<file path="config.mk">
export PLATFORM = sky130hd
export DESIGN_NAME = gps_device_flat
export DESIGN_NICKNAME = d
export VERILOG_FILES = /design/src/design/gps_pkg.sv /design/src/design/gps_link_if.sv /design/src/design/gps_device.sv /design/src/flat_wrapper.sv
export VERILOG_INCLUDE_DIRS = /design/src /design/src/design
export SDC_FILE = /design/constraint.sdc
export NUM_CORES = 1
export LEC_CHECK = 0
export ABC_CLOCK_PERIOD_IN_PS = 6600
export BUFFER_PORTS_ARGS = -buffer_cell sky130_fd_sc_hd__buf_2
export CAP_MARGIN = 20
export CORE_UTILIZATION = 35
export DETAILED_ROUTE_END_ITERATION = 12
export PLACE_DENSITY = 0.53
export SLEW_MARGIN = 20
export SYNTH_ARGS = -nofsm -noshare
export SYNTH_HDL_FRONTEND = slang
export SYNTH_SLANG_ARGS = --single-unit
</file>
<file path="constraint.sdc">
create_clock -name clk -period 6.6 [get_ports clk]
set_input_delay 1.32 -clock clk [delete_from_list [all_inputs] [get_ports clk]]
set_output_delay 1.32 -clock clk [all_outputs]
set_load 0.02 [all_outputs]
</file>
<file path="src/design/gps_params.svh">
// Purpose: Shared constants of the ground path safety timer, both link ends.
// Assumes: One 25 MHz clock; PWM and start-up times become cycle counts here.
// Notes:   Long counts are defaults for module parameters so a bench can shorten them.
// What this block does
// - Valid PWM activity leaves idle, starts timers
// - PWM activity stopping returns device to idle
// - Fault cuts switch, pulses notify, enters fault sequence
// - Open-drain active-low notify pulse of 57 ms
// - External power rising edge issues one notify pulse
// - External power level accepted after 10 ms
// - On-time expiry disconnects load, inhibits restart
// - Two three-level pins select on-time prescaler
// - On-time timer counts resistor-set oscillator ticks
// - On-time spans 5-20 s times prescaler
// - Cooldown pin selects 69, 345 or 1380 s
// - Gate drive high only while PWM high, running
// - PWM high phases last at least 40 us
// - Host PWM 4 Hz-5 kHz, duty at least 30%
// - Host waits 3.5 ms before first PWM edge
// - PWM falling edge starts 285 ms gap timer
// - Fault exits after gap expiry, then starts cooldown
// - Cooldown ignores PWM, keeps outputs off, then idle
// - New power event during pulse extends the pulse
`ifndef GPS_PARAMS_SVH
`define GPS_PARAMS_SVH

`define GPS_CLK_NS            40
`define GPS_MS_CYCLES         (1000000 / `GPS_CLK_NS)
`define GPS_PWM_MIN_HI_US     40
`define GPS_PWM_MIN_HI_CYC    ((`GPS_PWM_MIN_HI_US * 1000 + `GPS_CLK_NS - 1) / `GPS_CLK_NS)
`define GPS_NOTIFY_MS         57
`define GPS_DEGLITCH_MS       10
`define GPS_GAP_MS            285
`define GPS_COOL_LOW_S        69
`define GPS_COOL_FLOAT_S      345
`define GPS_COOL_HIGH_S       1380
`define GPS_OSC_MIN_KHZ       100
`define GPS_OSC_MAX_KHZ       400
`define GPS_ONTIME_MIN_S      5
`define GPS_ONTIME_MAX_S      20
`define GPS_ONTIME_BASE_TICKS (`GPS_ONTIME_MIN_S * `GPS_OSC_MAX_KHZ * 1000)
`define GPS_STARTUP_US        3500
`define GPS_STARTUP_CYC       ((`GPS_STARTUP_US * 1000 + `GPS_CLK_NS - 1) / `GPS_CLK_NS)
`define GPS_PWM_FMAX_HZ       5000
`define GPS_PWM_FMIN_HZ       4
`define GPS_PWM_MIN_PER_CYC   ((1000000000 + `GPS_CLK_NS * `GPS_PWM_FMAX_HZ - 1) / (`GPS_CLK_NS * `GPS_PWM_FMAX_HZ))
`define GPS_PWM_MAX_PER_CYC   (1000000000 / (`GPS_CLK_NS * `GPS_PWM_FMIN_HZ))
`define GPS_PWM_MIN_DUTY_PCT  30
`define GPS_PWM_PER_CYC       25000
`define GPS_PWM_HI_CYC        12500

`endif

</file>
<file path="src/design/gps_pkg.sv">
// Purpose: Types shared by both ends of the safety timer link.
// Assumes: Three-level pins arrive already resolved to a level code.
// Notes:   State codes are Gray along the usual path.
package gps_pkg;

  // Level of a hard-wired three-level pin
  typedef enum logic [1:0] {
    GPS_LVL_LOW   = 2'h0,
    GPS_LVL_FLOAT = 2'h1,
    GPS_LVL_HIGH  = 2'h2
  } gps_lvl_e;

  // Device modes: idle, on, fault, cooling
  typedef enum logic [1:0] {
    GPS_ST_IDLE  = 2'h0,
    GPS_ST_ON    = 2'h1,
    GPS_ST_FAULT = 2'h3,
    GPS_ST_COOL  = 2'h2
  } gps_dev_st_e;

  // Host modes: start-up wait, ready, driving PWM
  typedef enum logic [1:0] {
    GPS_HS_WAIT  = 2'h0,
    GPS_HS_READY = 2'h1,
    GPS_HS_DRIVE = 2'h3
  } gps_host_st_e;

endpackage

</file>
<file path="src/design/gps_link_if.sv">
// Purpose: Wires between the host and the safety timer device.
// Assumes: The notify line has a pull-up; the device only pulls it low.
// Notes:   The resolved notify level is computed here from the enable.
`timescale 1ns/1ps
interface gps_link_if;
  logic pwm;
  logic notify_out;
  logic notify_oe;
  logic fault_notify_n;

  // Open-drain resolution with pull-up
  assign fault_notify_n = notify_oe ? notify_out : 1'b1;

  modport dev  (input pwm, output notify_out, output notify_oe);
  modport host (output pwm, input fault_notify_n);
endinterface

</file>
<file path="src/design/gps_device.sv">
// Purpose: Safety timer device end: PWM watch, on-time, gap, cooldown, notify.
// Assumes: Inputs synchronous to clk; ontime_osc_set is a one-cycle tick per oscillator period.
// Notes:   Selection pins are latched on the first edge after reset release.
`timescale 1ns/1ps
`include "gps_params.svh"
module gps_device
  import gps_pkg::*;
#(
  parameter int unsigned MS_CYCLES   = `GPS_MS_CYCLES,
  parameter int unsigned ONTIME_BASE = `GPS_ONTIME_BASE_TICKS,
  parameter int unsigned NOTIFY_CYC  = `GPS_NOTIFY_MS * `GPS_MS_CYCLES,
  parameter int unsigned DEGLITCH_CYC = `GPS_DEGLITCH_MS * `GPS_MS_CYCLES,
  parameter int unsigned GAP_CYC     = `GPS_GAP_MS * `GPS_MS_CYCLES,
  parameter int unsigned MIN_HI_CYC  = `GPS_PWM_MIN_HI_CYC
)(
  input  logic        clk,
  input  logic        sys_rst,
  gps_link_if.dev     link,
  input  logic        ext_power_detect,
  input  gps_lvl_e    ontime_scale_sel_a,
  input  gps_lvl_e    ontime_scale_sel_b,
  input  gps_lvl_e    cooldown_sel,
  input  logic        ontime_osc_set,
  output logic        safety_switch_on,
  output logic        ext_gate_drive,
  output gps_dev_st_e mode
);

  // Prescale factor from the two selection pins
  function automatic logic [10:0] scale_of(input gps_lvl_e a, input gps_lvl_e b);
    logic [10:0] f;
    f = 11'h001;
    if (b == GPS_LVL_LOW) begin
      case (a)
        GPS_LVL_LOW:   f = 11'h001;
        GPS_LVL_FLOAT: f = 11'h004;
        GPS_LVL_HIGH:  f = 11'h010;
        default:       f = 11'h001;
      endcase
    end else if (b == GPS_LVL_HIGH) begin
      case (a)
        GPS_LVL_LOW:   f = 11'h040;
        GPS_LVL_FLOAT: f = 11'h100;
        GPS_LVL_HIGH:  f = 11'h400;
        default:       f = 11'h001;
      endcase
    end
    return f;
  endfunction

  // Cooldown length in ms from the cooldown pin
  function automatic logic [31:0] cool_of(input gps_lvl_e c);
    logic [31:0] m;
    case (c)
      GPS_LVL_FLOAT: m = 32'(`GPS_COOL_FLOAT_S * 1000);
      GPS_LVL_HIGH:  m = 32'(`GPS_COOL_HIGH_S * 1000);
      default:       m = 32'(`GPS_COOL_LOW_S * 1000);
    endcase
    return m;
  endfunction

  logic        cfg_done_r, cfg_done_nxt;
  logic [31:0] ontime_lim_r, ontime_lim_nxt;
  logic [31:0] cool_ms_r, cool_ms_nxt;
  logic [15:0] hi_cnt_r, hi_cnt_nxt;
  gps_dev_st_e state_r, state_nxt;
  logic [31:0] tmr_r, tmr_nxt;
  logic [31:0] ms_r, ms_nxt;
  logic [31:0] ontime_r, ontime_nxt;
  logic        switch_r, switch_nxt;
  logic        gate_r, gate_nxt;
  logic [31:0] dg_cnt_r, dg_cnt_nxt;
  logic        dg_lvl_r, dg_lvl_nxt;
  logic [31:0] notify_r, notify_nxt;
  logic        oe_r, oe_nxt;
  logic        pwm_valid;
  logic        fault_evt;
  logic        power_evt;
  logic        gap_done;

  // Configuration capture, once after reset release
  always_comb begin
    cfg_done_nxt   = 1'b1;
    ontime_lim_nxt = ontime_lim_r;
    cool_ms_nxt    = cool_ms_r;
    if (!cfg_done_r) begin
      ontime_lim_nxt = 32'(ONTIME_BASE) * {21'h0, scale_of(ontime_scale_sel_a, ontime_scale_sel_b)};
      cool_ms_nxt    = cool_of(cooldown_sel);
    end
  end

  always_ff @(posedge clk or posedge sys_rst) begin
    if (sys_rst) begin
      cfg_done_r   <= 1'b0;
      ontime_lim_r <= 32'h0;
      cool_ms_r    <= 32'h0;
    end else begin
      cfg_done_r   <= cfg_done_nxt;
      ontime_lim_r <= ontime_lim_nxt;
      cool_ms_r    <= cool_ms_nxt;
    end
  end

  // High-phase width filter: a high phase counts once it lasts the minimum width
  always_comb begin
    hi_cnt_nxt = 16'h0;
    if (link.pwm) begin
      hi_cnt_nxt = (hi_cnt_r < 16'(MIN_HI_CYC)) ? hi_cnt_r + 16'h1 : hi_cnt_r;
    end
  end
  assign pwm_valid = link.pwm && (hi_cnt_r >= 16'(MIN_HI_CYC - 1));

  // Gap timer expiry: PWM low for the full gap time
  assign gap_done = !link.pwm && (tmr_r == 32'(GAP_CYC - 1));

  // Mode sequencer with on-time, gap and cooldown timers
  always_comb begin
    state_nxt  = state_r;
    tmr_nxt    = tmr_r;
    ms_nxt     = ms_r;
    ontime_nxt = ontime_r;
    fault_evt  = 1'b0;
    case (state_r)
      GPS_ST_IDLE: begin
        tmr_nxt    = 32'h0;
        ontime_nxt = 32'h0;
        if (cfg_done_r && pwm_valid) begin
          state_nxt = GPS_ST_ON;
        end
      end
      GPS_ST_ON: begin
        tmr_nxt = link.pwm ? 32'h0 : tmr_r + 32'h1;
        if (ontime_osc_set) begin
          ontime_nxt = ontime_r + 32'h1;
        end
        if (ontime_osc_set && (ontime_r >= ontime_lim_r - 32'h1)) begin
          state_nxt = GPS_ST_FAULT;
          fault_evt = 1'b1;
          tmr_nxt   = 32'h0;
        end else if (gap_done) begin
          state_nxt = GPS_ST_IDLE;
        end
      end
      GPS_ST_FAULT: begin
        tmr_nxt = link.pwm ? 32'h0 : tmr_r + 32'h1;
        if (gap_done) begin
          state_nxt = GPS_ST_COOL;
          tmr_nxt   = 32'h0;
          ms_nxt    = 32'h0;
        end
      end
      GPS_ST_COOL: begin
        tmr_nxt = tmr_r + 32'h1; // PWM is not looked at here
        if (tmr_r == 32'(MS_CYCLES - 1)) begin
          tmr_nxt = 32'h0;
          ms_nxt  = ms_r + 32'h1;
          if (ms_r >= cool_ms_r - 32'h1) begin
            state_nxt = GPS_ST_IDLE;
          end
        end
      end
      default: begin
        state_nxt = GPS_ST_IDLE;
      end
    endcase
    switch_nxt = (state_nxt == GPS_ST_ON);
    gate_nxt   = (state_nxt == GPS_ST_ON) && link.pwm;
  end

  always_ff @(posedge clk or posedge sys_rst) begin
    if (sys_rst) begin
      hi_cnt_r <= 16'h0;
      state_r  <= GPS_ST_IDLE;
      tmr_r    <= 32'h0;
      ms_r     <= 32'h0;
      ontime_r <= 32'h0;
      switch_r <= 1'b0;
      gate_r   <= 1'b0;
    end else begin
      hi_cnt_r <= hi_cnt_nxt;
      state_r  <= state_nxt;
      tmr_r    <= tmr_nxt;
      ms_r     <= ms_nxt;
      ontime_r <= ontime_nxt;
      switch_r <= switch_nxt;
      gate_r   <= gate_nxt;
    end
  end

  // External power deglitch and notify pulse timer
  always_comb begin
    dg_cnt_nxt = 32'h0;
    if (ext_power_detect) begin
      dg_cnt_nxt = (dg_cnt_r < 32'(DEGLITCH_CYC)) ? dg_cnt_r + 32'h1 : dg_cnt_r;
    end
    dg_lvl_nxt = ext_power_detect && (dg_cnt_nxt == 32'(DEGLITCH_CYC));
    power_evt  = dg_lvl_nxt && !dg_lvl_r;
    notify_nxt = (notify_r != 32'h0) ? notify_r - 32'h1 : 32'h0;
    if (fault_evt || power_evt) begin
      notify_nxt = 32'(NOTIFY_CYC); // Reload wins over countdown
    end
    oe_nxt = (notify_nxt != 32'h0);
  end

  always_ff @(posedge clk or posedge sys_rst) begin
    if (sys_rst) begin
      dg_cnt_r <= 32'h0;
      dg_lvl_r <= 1'b0;
      notify_r <= 32'h0;
      oe_r     <= 1'b0;
    end else begin
      dg_cnt_r <= dg_cnt_nxt;
      dg_lvl_r <= dg_lvl_nxt;
      notify_r <= notify_nxt;
      oe_r     <= oe_nxt;
    end
  end

  // Pin drive: open-drain notify only ever pulls low
  assign link.notify_out  = 1'b0;
  assign link.notify_oe   = oe_r;
  assign safety_switch_on = switch_r;
  assign ext_gate_drive   = gate_r;
  assign mode             = state_r;

endmodule

</file>
<file path="src/flat_wrapper.sv">
// flat-port wrapper written by rule: the top's interface ports become plain ports
module gps_device_flat import gps_pkg::*;
#(
  parameter int unsigned MS_CYCLES   = `GPS_MS_CYCLES,
  parameter int unsigned ONTIME_BASE = `GPS_ONTIME_BASE_TICKS,
  parameter int unsigned NOTIFY_CYC  = `GPS_NOTIFY_MS * `GPS_MS_CYCLES,
  parameter int unsigned DEGLITCH_CYC = `GPS_DEGLITCH_MS * `GPS_MS_CYCLES,
  parameter int unsigned GAP_CYC     = `GPS_GAP_MS * `GPS_MS_CYCLES,
  parameter int unsigned MIN_HI_CYC  = `GPS_PWM_MIN_HI_CYC
)
  (clk, sys_rst, ext_power_detect, ontime_scale_sel_a, ontime_scale_sel_b, cooldown_sel, ontime_osc_set, safety_switch_on, ext_gate_drive, mode, link_pwm, link_notify_out, link_notify_oe);
  gps_link_if link_i ();
  input  logic clk;
  input  logic sys_rst;
  input  logic ext_power_detect;
  input  gps_lvl_e ontime_scale_sel_a;
  input  gps_lvl_e ontime_scale_sel_b;
  input  gps_lvl_e cooldown_sel;
  input  logic ontime_osc_set;
  output logic safety_switch_on;
  output logic ext_gate_drive;
  output gps_dev_st_e mode;
  input wire logic [$bits(link_i.pwm)-1:0] link_pwm;
  output wire logic [$bits(link_i.notify_out)-1:0] link_notify_out;
  output wire logic [$bits(link_i.notify_oe)-1:0] link_notify_oe;
  assign link_i.pwm = link_pwm;
  assign link_notify_out = link_i.notify_out;
  assign link_notify_oe = link_i.notify_oe;
  gps_device #(.MS_CYCLES(MS_CYCLES), .ONTIME_BASE(ONTIME_BASE), .NOTIFY_CYC(NOTIFY_CYC), .DEGLITCH_CYC(DEGLITCH_CYC), .GAP_CYC(GAP_CYC), .MIN_HI_CYC(MIN_HI_CYC)) u_core (.clk(clk), .sys_rst(sys_rst), .link(link_i), .ext_power_detect(ext_power_detect), .ontime_scale_sel_a(ontime_scale_sel_a), .ontime_scale_sel_b(ontime_scale_sel_b), .cooldown_sel(cooldown_sel), .ontime_osc_set(ontime_osc_set), .safety_switch_on(safety_switch_on), .ext_gate_drive(ext_gate_drive), .mode(mode));
endmodule
</file>
# Yosys cells after proc, flatten, opt, wreduce, memory -nomap -nowiden
# Cells that the tools add are included.
[totals] regBits=240 word_cells=94
[op_classes] addsub=8 eq_ne=16 n_lt_le_gt_ge=5 multipliers=1 n_reduce_logical=19 mux=31
[ops] cell="2-to-1 mux 32 bit" count=11
[ops] cell="adder 32 x 1 -> 32 bit, second input constant" count=4
[ops] cell="one-hot mux 32 bit (2 select lines)" count=2
[ops] cell="one-hot mux 32 bit (4 select lines)" count=1
[ops] cell="subtractor 32 x 1 -> 32 bit, second input constant" count=3
[ops] cell=">= comparator 32 bit" count=2
[ops] cell="nonzero test 32 bit" count=2
[ops] cell="one-hot mux 21 bit (2 select lines)" count=1
[ops] cell="2-to-1 mux 11 bit" count=3
[ops] cell="one-hot mux 11 bit (3 select lines)" count=1
[ops] cell="== test 32 x 15 -> 1 bit, second input constant" count=1
[ops] cell="== test 32 x 18 -> 1 bit, second input constant" count=1
[ops] cell="== test 32 x 23 -> 1 bit, second input constant" count=1
[ops] cell="less-than comparator 32 x 18 -> 1 bit, second input constant" count=1
[ops] cell="2-to-1 mux 16 bit" count=2
[ops] cell="multiplier 14 x 11 -> 25 bit, first input constant" count=1
[ops] cell="adder 16 x 1 -> 16 bit, second input constant" count=1
[ops] cell=">= comparator 16 x 10 -> 1 bit, second input constant" count=1
[ops] cell="less-than comparator 16 x 10 -> 1 bit, second input constant" count=1
[ops] cell="2-to-1 mux 2 bit" count=6
[ops] cell="== test 2 bit, second input constant" count=5
[ops] cell="one-hot mux 5 bit (2 select lines)" count=1
[ops] cell="== test 2 x 1 -> 1 bit, second input constant" count=4
[ops] cell="one-hot mux 2 bit (4 select lines)" count=1
[ops] cell="other kinds (10)" count=23

# Depth between registers and ports, before layout
[logic_depth] ltp_word=9 ltp_mapped=20 mapped_depth_nobuf=20

# Least setup slack after synthesis
# No wires, ideal clock.
[synth_timing] path_type="input port to flip-flop" startpoint="input port ontime_scale_sel_a[0]" endpoint="register u_core.ontime_lim_r[30]" setup_time_ns=0.143 path_buffers=0 arrival_ns=4.957 path_slack_ns=1.500 stages=17 path_cell_list="inv_1 > ha_1 > or3b_2 > inv_1 > fa_1 > fa_1 > inv_1 > ha_1 > ha_1 > nand3_1 > nand2_1 > a41o_1 > o41ai_1 > o21ai_0 > a31oi_1 > xor2_1 > o21ai_0"
[synth_via] elab_chain_cells=6
[synth_lines] item="from (decl)" line_no="flat_wrapper.sv:16" source="input gps_lvl_e ontime_scale_sel_a;"
[synth_lines] item="== test 2 bit, or another cell as far along" line_no="gps_device.sv:34, gps_device.sv:41"
[synth_lines] item="one-hot mux 11 bit (3 select lines)" line_no="gps_device.sv:41" source="case (a)"
[synth_lines] item="2-to-1 mux 11 bit" line_no="gps_device.sv:40" source="end else if (b == GPS_LVL_HIGH) begin"
[synth_lines] item="2-to-1 mux 11 bit *" line_no="gps_device.sv:33" source="if (b == GPS_LVL_LOW) begin"
[synth_lines] item="2-to-1 mux 11 bit *" line_no="gps_device.sv:86" source="if (!cfg_done_r) begin"
[synth_lines] item="multiplier 14 x 11 -> 25 bit *" line_no="gps_device.sv:87" source="ontime_lim_nxt = 32'(ONTIME_BASE) * {21'h0, scale_of(ontime_scale_sel_a, ontime_scale_sel_b)};"
[synth_lines] item="to (signal assigned)" line_no="gps_device.sv:99" source="ontime_lim_r <= ontime_lim_nxt;"
[synth_lines] item="to (decl)" line_no="gps_device.sv:63" source="logic [31:0] ontime_lim_r, ontime_lim_nxt;"
# Mark *: on every way between the ends. The rest lies on a longest branch, timed or not. The select of a mux whose other input is x is not followed.
# A chain may end at the register's enable or synchronous reset.

# Worst setup path in the final report
# Ends and elaborated chain as after synthesis.

==> flow_metrics.py <==
metrics = {
    "yosys": {
        "synth_top_cell_area_share": 0.383,
        "synth_cells": 1471,
        "synth_seq_cells": 210,
        "synth_area_per_cell_um2": 9.32,
        "ys_types": 75,
        "synth_area_leaders": "dfrtp_1 (38%), ha_1 (12%), xnor2_1 (5.6%), nor2_1 (4.2%), xor2_1 (4.2%)",
        "synth_edf_count": 0,
        "ys_warn_count": 0,
        "syn_area_um2": 13700,
        "ys_async_sr_fraction": 1.00,
        "yosys.area.top_type": "dfrtp_1",
        "synth_ff_type": "dfrtp_1",
        "yosysSeqAreaShare": 0.383,
    },
    "worst_setup_path": {
        "crit_cells": 18,
        "cpLargestDelayFamily": "adder cells",
        "ff2ff_setup_slack_ns": 1.57,
        "critPathLaunchType": "primary input",
        "worst-setup-path-type": "primary input to flop",
        "end_kind": "flop",
        "cp_cell_sequence": "buf_2, inv_1, ha_1, or3b_2, inv_1, fa_1, fa_1, inv_1, ha_1, ha_1, nand3_1, nand2_1, a41o_1, o41ai_1, o21ai_0, a31oi_1, xor2_1, o21ai_0",
        "path_max_fanout": 5,
        "cp_slowest_stage_delay_ns": 0.51,
        "required_ns": 6.99,
        "critPathSlowestCell": "or3b_2",
        "timing.critical_path.buf_inv": 4,
        "arrival_ns": 5.47,
        "r2r_cells": 15,
    },
    "placed_design": {
        "hpwl_um": 20000,
        "placedCellCount": 1962,
        "gp_congestion": 0.775,
        "io_buffers": 15,
    },
    "floorplan": {
        "initial_utilization": 0.355,
        "row_count": 72,
        "die_h_um": 200,
        "dieWidth_um": 200,
        "coreArea_um2": 38600,
        "die-area_um2": 40000,
        "io-pin-count": 17,
    },
    "routing": {
        "vias_per_cell": 5.12,
        "topRoutingLayerUsed": "met4",
        "firstDrtPassIters": 5,
        "vias": 10300,
        "drt_wl_total_um": 28700,
        "dr_wl_met3_um": 737,
        "drt.antenna.violating_nets": 0,
        "post_drt_wl_per_cell_um": 14.3,
        "post-route-drc-count": 0,
        "wl_met1_um": 14200,
        "dr_wl_met2_um": 13300,
        "first_iter_violations": 527,
    },
    "clocking": {
        "postCtsSetupBuffers": 0,
        "htreeDepth": 1,
        "clock_sinks": 210,
        "clockBufferDepth": 3,
        "cts_hold_buf": 0,
        "insertion_delay_ns": 0.53,
        "root_buffer": "clkbuf_16",
        "path_clk_slew_ns": 0.06,
        "cts_tree": "done",
        "cts.repair.resized": 0,
        "numCtsBuffers": 27,
    },
    "layout": {
        "final_common_cell": "dfrtp_1",
        "syn2layout_area_growth_pct": 10.4,
        "instances_no_fill": 2011,
        "drive_above_1_share": 0.0730,
        "fin_util": 0.392,
        "n_fill_cell": 3856,
        "seq_area_um2": 5260,
        "finalNetCount": 1618,
        "multi_input_area_um2": 7960,
        "diodes": 0,
        "final_cell_mix": "dfrtp_1 (210), nor2_1 (151), ha_1 (127), nand2_1 (112), xnor2_1 (87)",
    },
    "grt": {
        "grt_pass1_wl_um": 49500,
        "grt_antenna_before_repair": 0,
        "grt_pass1_vias": 9952,
        "grt_max_degree": 168,
        "overflow": 0,
        "grt.total_usage": 0.148,
    },
    "power_and_ir_drop": {
        "p_leak_nw": 6.68,
        "finalPower_mw": 2.96,
        "clkPwrFrac": 0.476,
        "p_int_mw": 2.24,
        "swShare": 0.245,
        "p_comb_frac": 0.071,
        "powerDensity_nw_per_um2": 196,
        "ir_worst_vdd_uv": 195,
        "pwr-share-seq": 0.453,
        "switching_power_mw": 0.725,
    },
    "timing": {
        "max_freq_mhz": 197,
        "fin_crit_sh": 0.769,
        "final-hold-violation-count": 0,
        "tns_ns": 0,
        "min_period_ns": 5.08,
        "slew_headroom": 0.296,
        "worst_slew_pin_slew_ns": 1.05,
        "hold_slack_ns": 0.470,
        "rsz0062_at_grt": "false",
        "finalSetupViolCount": 0,
        "maxSlewViolCount": 0,
        "clock_skew_ns": 0.0156,
    },
    "worst_hold_path": {
        "whs_path_depth": 1,
        "hold_path.class": "flop to flop",
    },
    "run_status": {
        "status": "completed",
    },
    "flow_run": {
        "maxCapViolations": 0,
    },
}
## layer usage
layer / track usage / up-vias
met5: 0 / -
met4: 0.0291 / 0
met3: 0.0190 / 34
met2: 0.244 / 86
met1: 0.208 / 4966
li1: - / 5210
## area by class of cell
cell class,count,area share
Inverter,70,0.0176
Clock buffer,42,0.0537
Sequential cell,210,0.347
Multi-Input combinational cell,1142,0.526
Tap cell,518,0.0428
Timing Repair Buffer,22,0.00926
Clock inverter,7,0.00314
## flip-flops by register name (all words and copies together) (netlist names), 2 cells and up
signal / cells
u_core.ontime_r: 32
u_core.ms_r: 32
u_core.notify_r: 32
u_core.cool_ms_r: 6
u_core.ontime_lim_r: 21
u_core.tmr_r: 32
u_core.hi_cnt_r: 16
u_core.mode: 2
u_core.dg_cnt_r: 32
## synthesized netlist by cell type, drive strengths merged (4+ instances only)
cell type and n:
a2111oi 6, a211o 4, a211oi 7, a21boi 6, a21o 14, a21oi 48, a31oi 8, and2 40
and3 27, and4 11, buf 11, clkbuf 39, dfrtp 210, fa 7, ha 127, inv 70
mux2 9, mux2i 8, nand2 112, nand2b 15, nand3 63, nand3b 5, nand4 38, nor2 153
nor2b 13, nor3 36, nor3b 5, nor4 47, o211ai 15, o21ai 59, o31ai 9, or2 6
or3 26, or3b 5, or4 16, xnor2 87, xor2 65
## path summary, 6_finish.rpt
| path | from | endpoint |
|---|---|---|
| worst max register to register | u_core.ontime_lim_r[15]$_DFFE_PP0N_ | u_core.notify_r[23]$_DFF_PP0_ |
| max in group asynchronous | sys_rst | u_core.notify_r[1]$_DFF_PP0_ |
| worst min-delay path | u_core.tmr_r[0]$_DFF_PP0_ | u_core.tmr_r[0]$_DFF_PP0_ |
| worst max-delay path | ontime_scale_sel_a[0] | u_core.ontime_lim_r[30]$_DFFE_PP0N_ |
| worst min register to register | u_core.tmr_r[0]$_DFF_PP0_ | u_core.tmr_r[0]$_DFF_PP0_ |
| min in group asynchronous | sys_rst | u_core.ontime_lim_r[14]$_DFFE_PP0N_ |
## power groups by stage
stage	Combinational, mW	Sequential [mW]	Clock, mW
2_1_floorplan	0.168	1.35	0
3_3_place_gp	0.211	1.36	0
3_5_place_dp	0.216	1.36	0
4_1_cts	0.218	1.34	1.46
5_1_grt	0.248	1.35	1.51
6_report	0.211	1.34	1.41
## logic make-up after synthesis
kind of cell,after synthesis,synth area share
DFF,210,0.383
adders and majority gates,134,0.126
other,2,0.000548
xor gates and xnor gates,152,0.0971
buffers and inverters,120,0.0364
AOI/OAI and AO/OA,202,0.0963
muxes,17,0.0132
and+or+nand+nor,634,0.247
## through the flow
| stage | instance area, um^2 | setup WS, ns |
|---|---|---|
| 2_1_floorplan | 13700 | 1.50 |
| 3_3_place_gp | 14300 | 1.15 |
| 3_5_place_dp | 14300 | 1.02 |
| 4_1_cts | 15100 | 1.51 |
| 5_1_grt | 15100 | 1.11 |
| 6_report | 15100 | 1.52 |
Note: power is estimated with default switching activity, not from simulation.
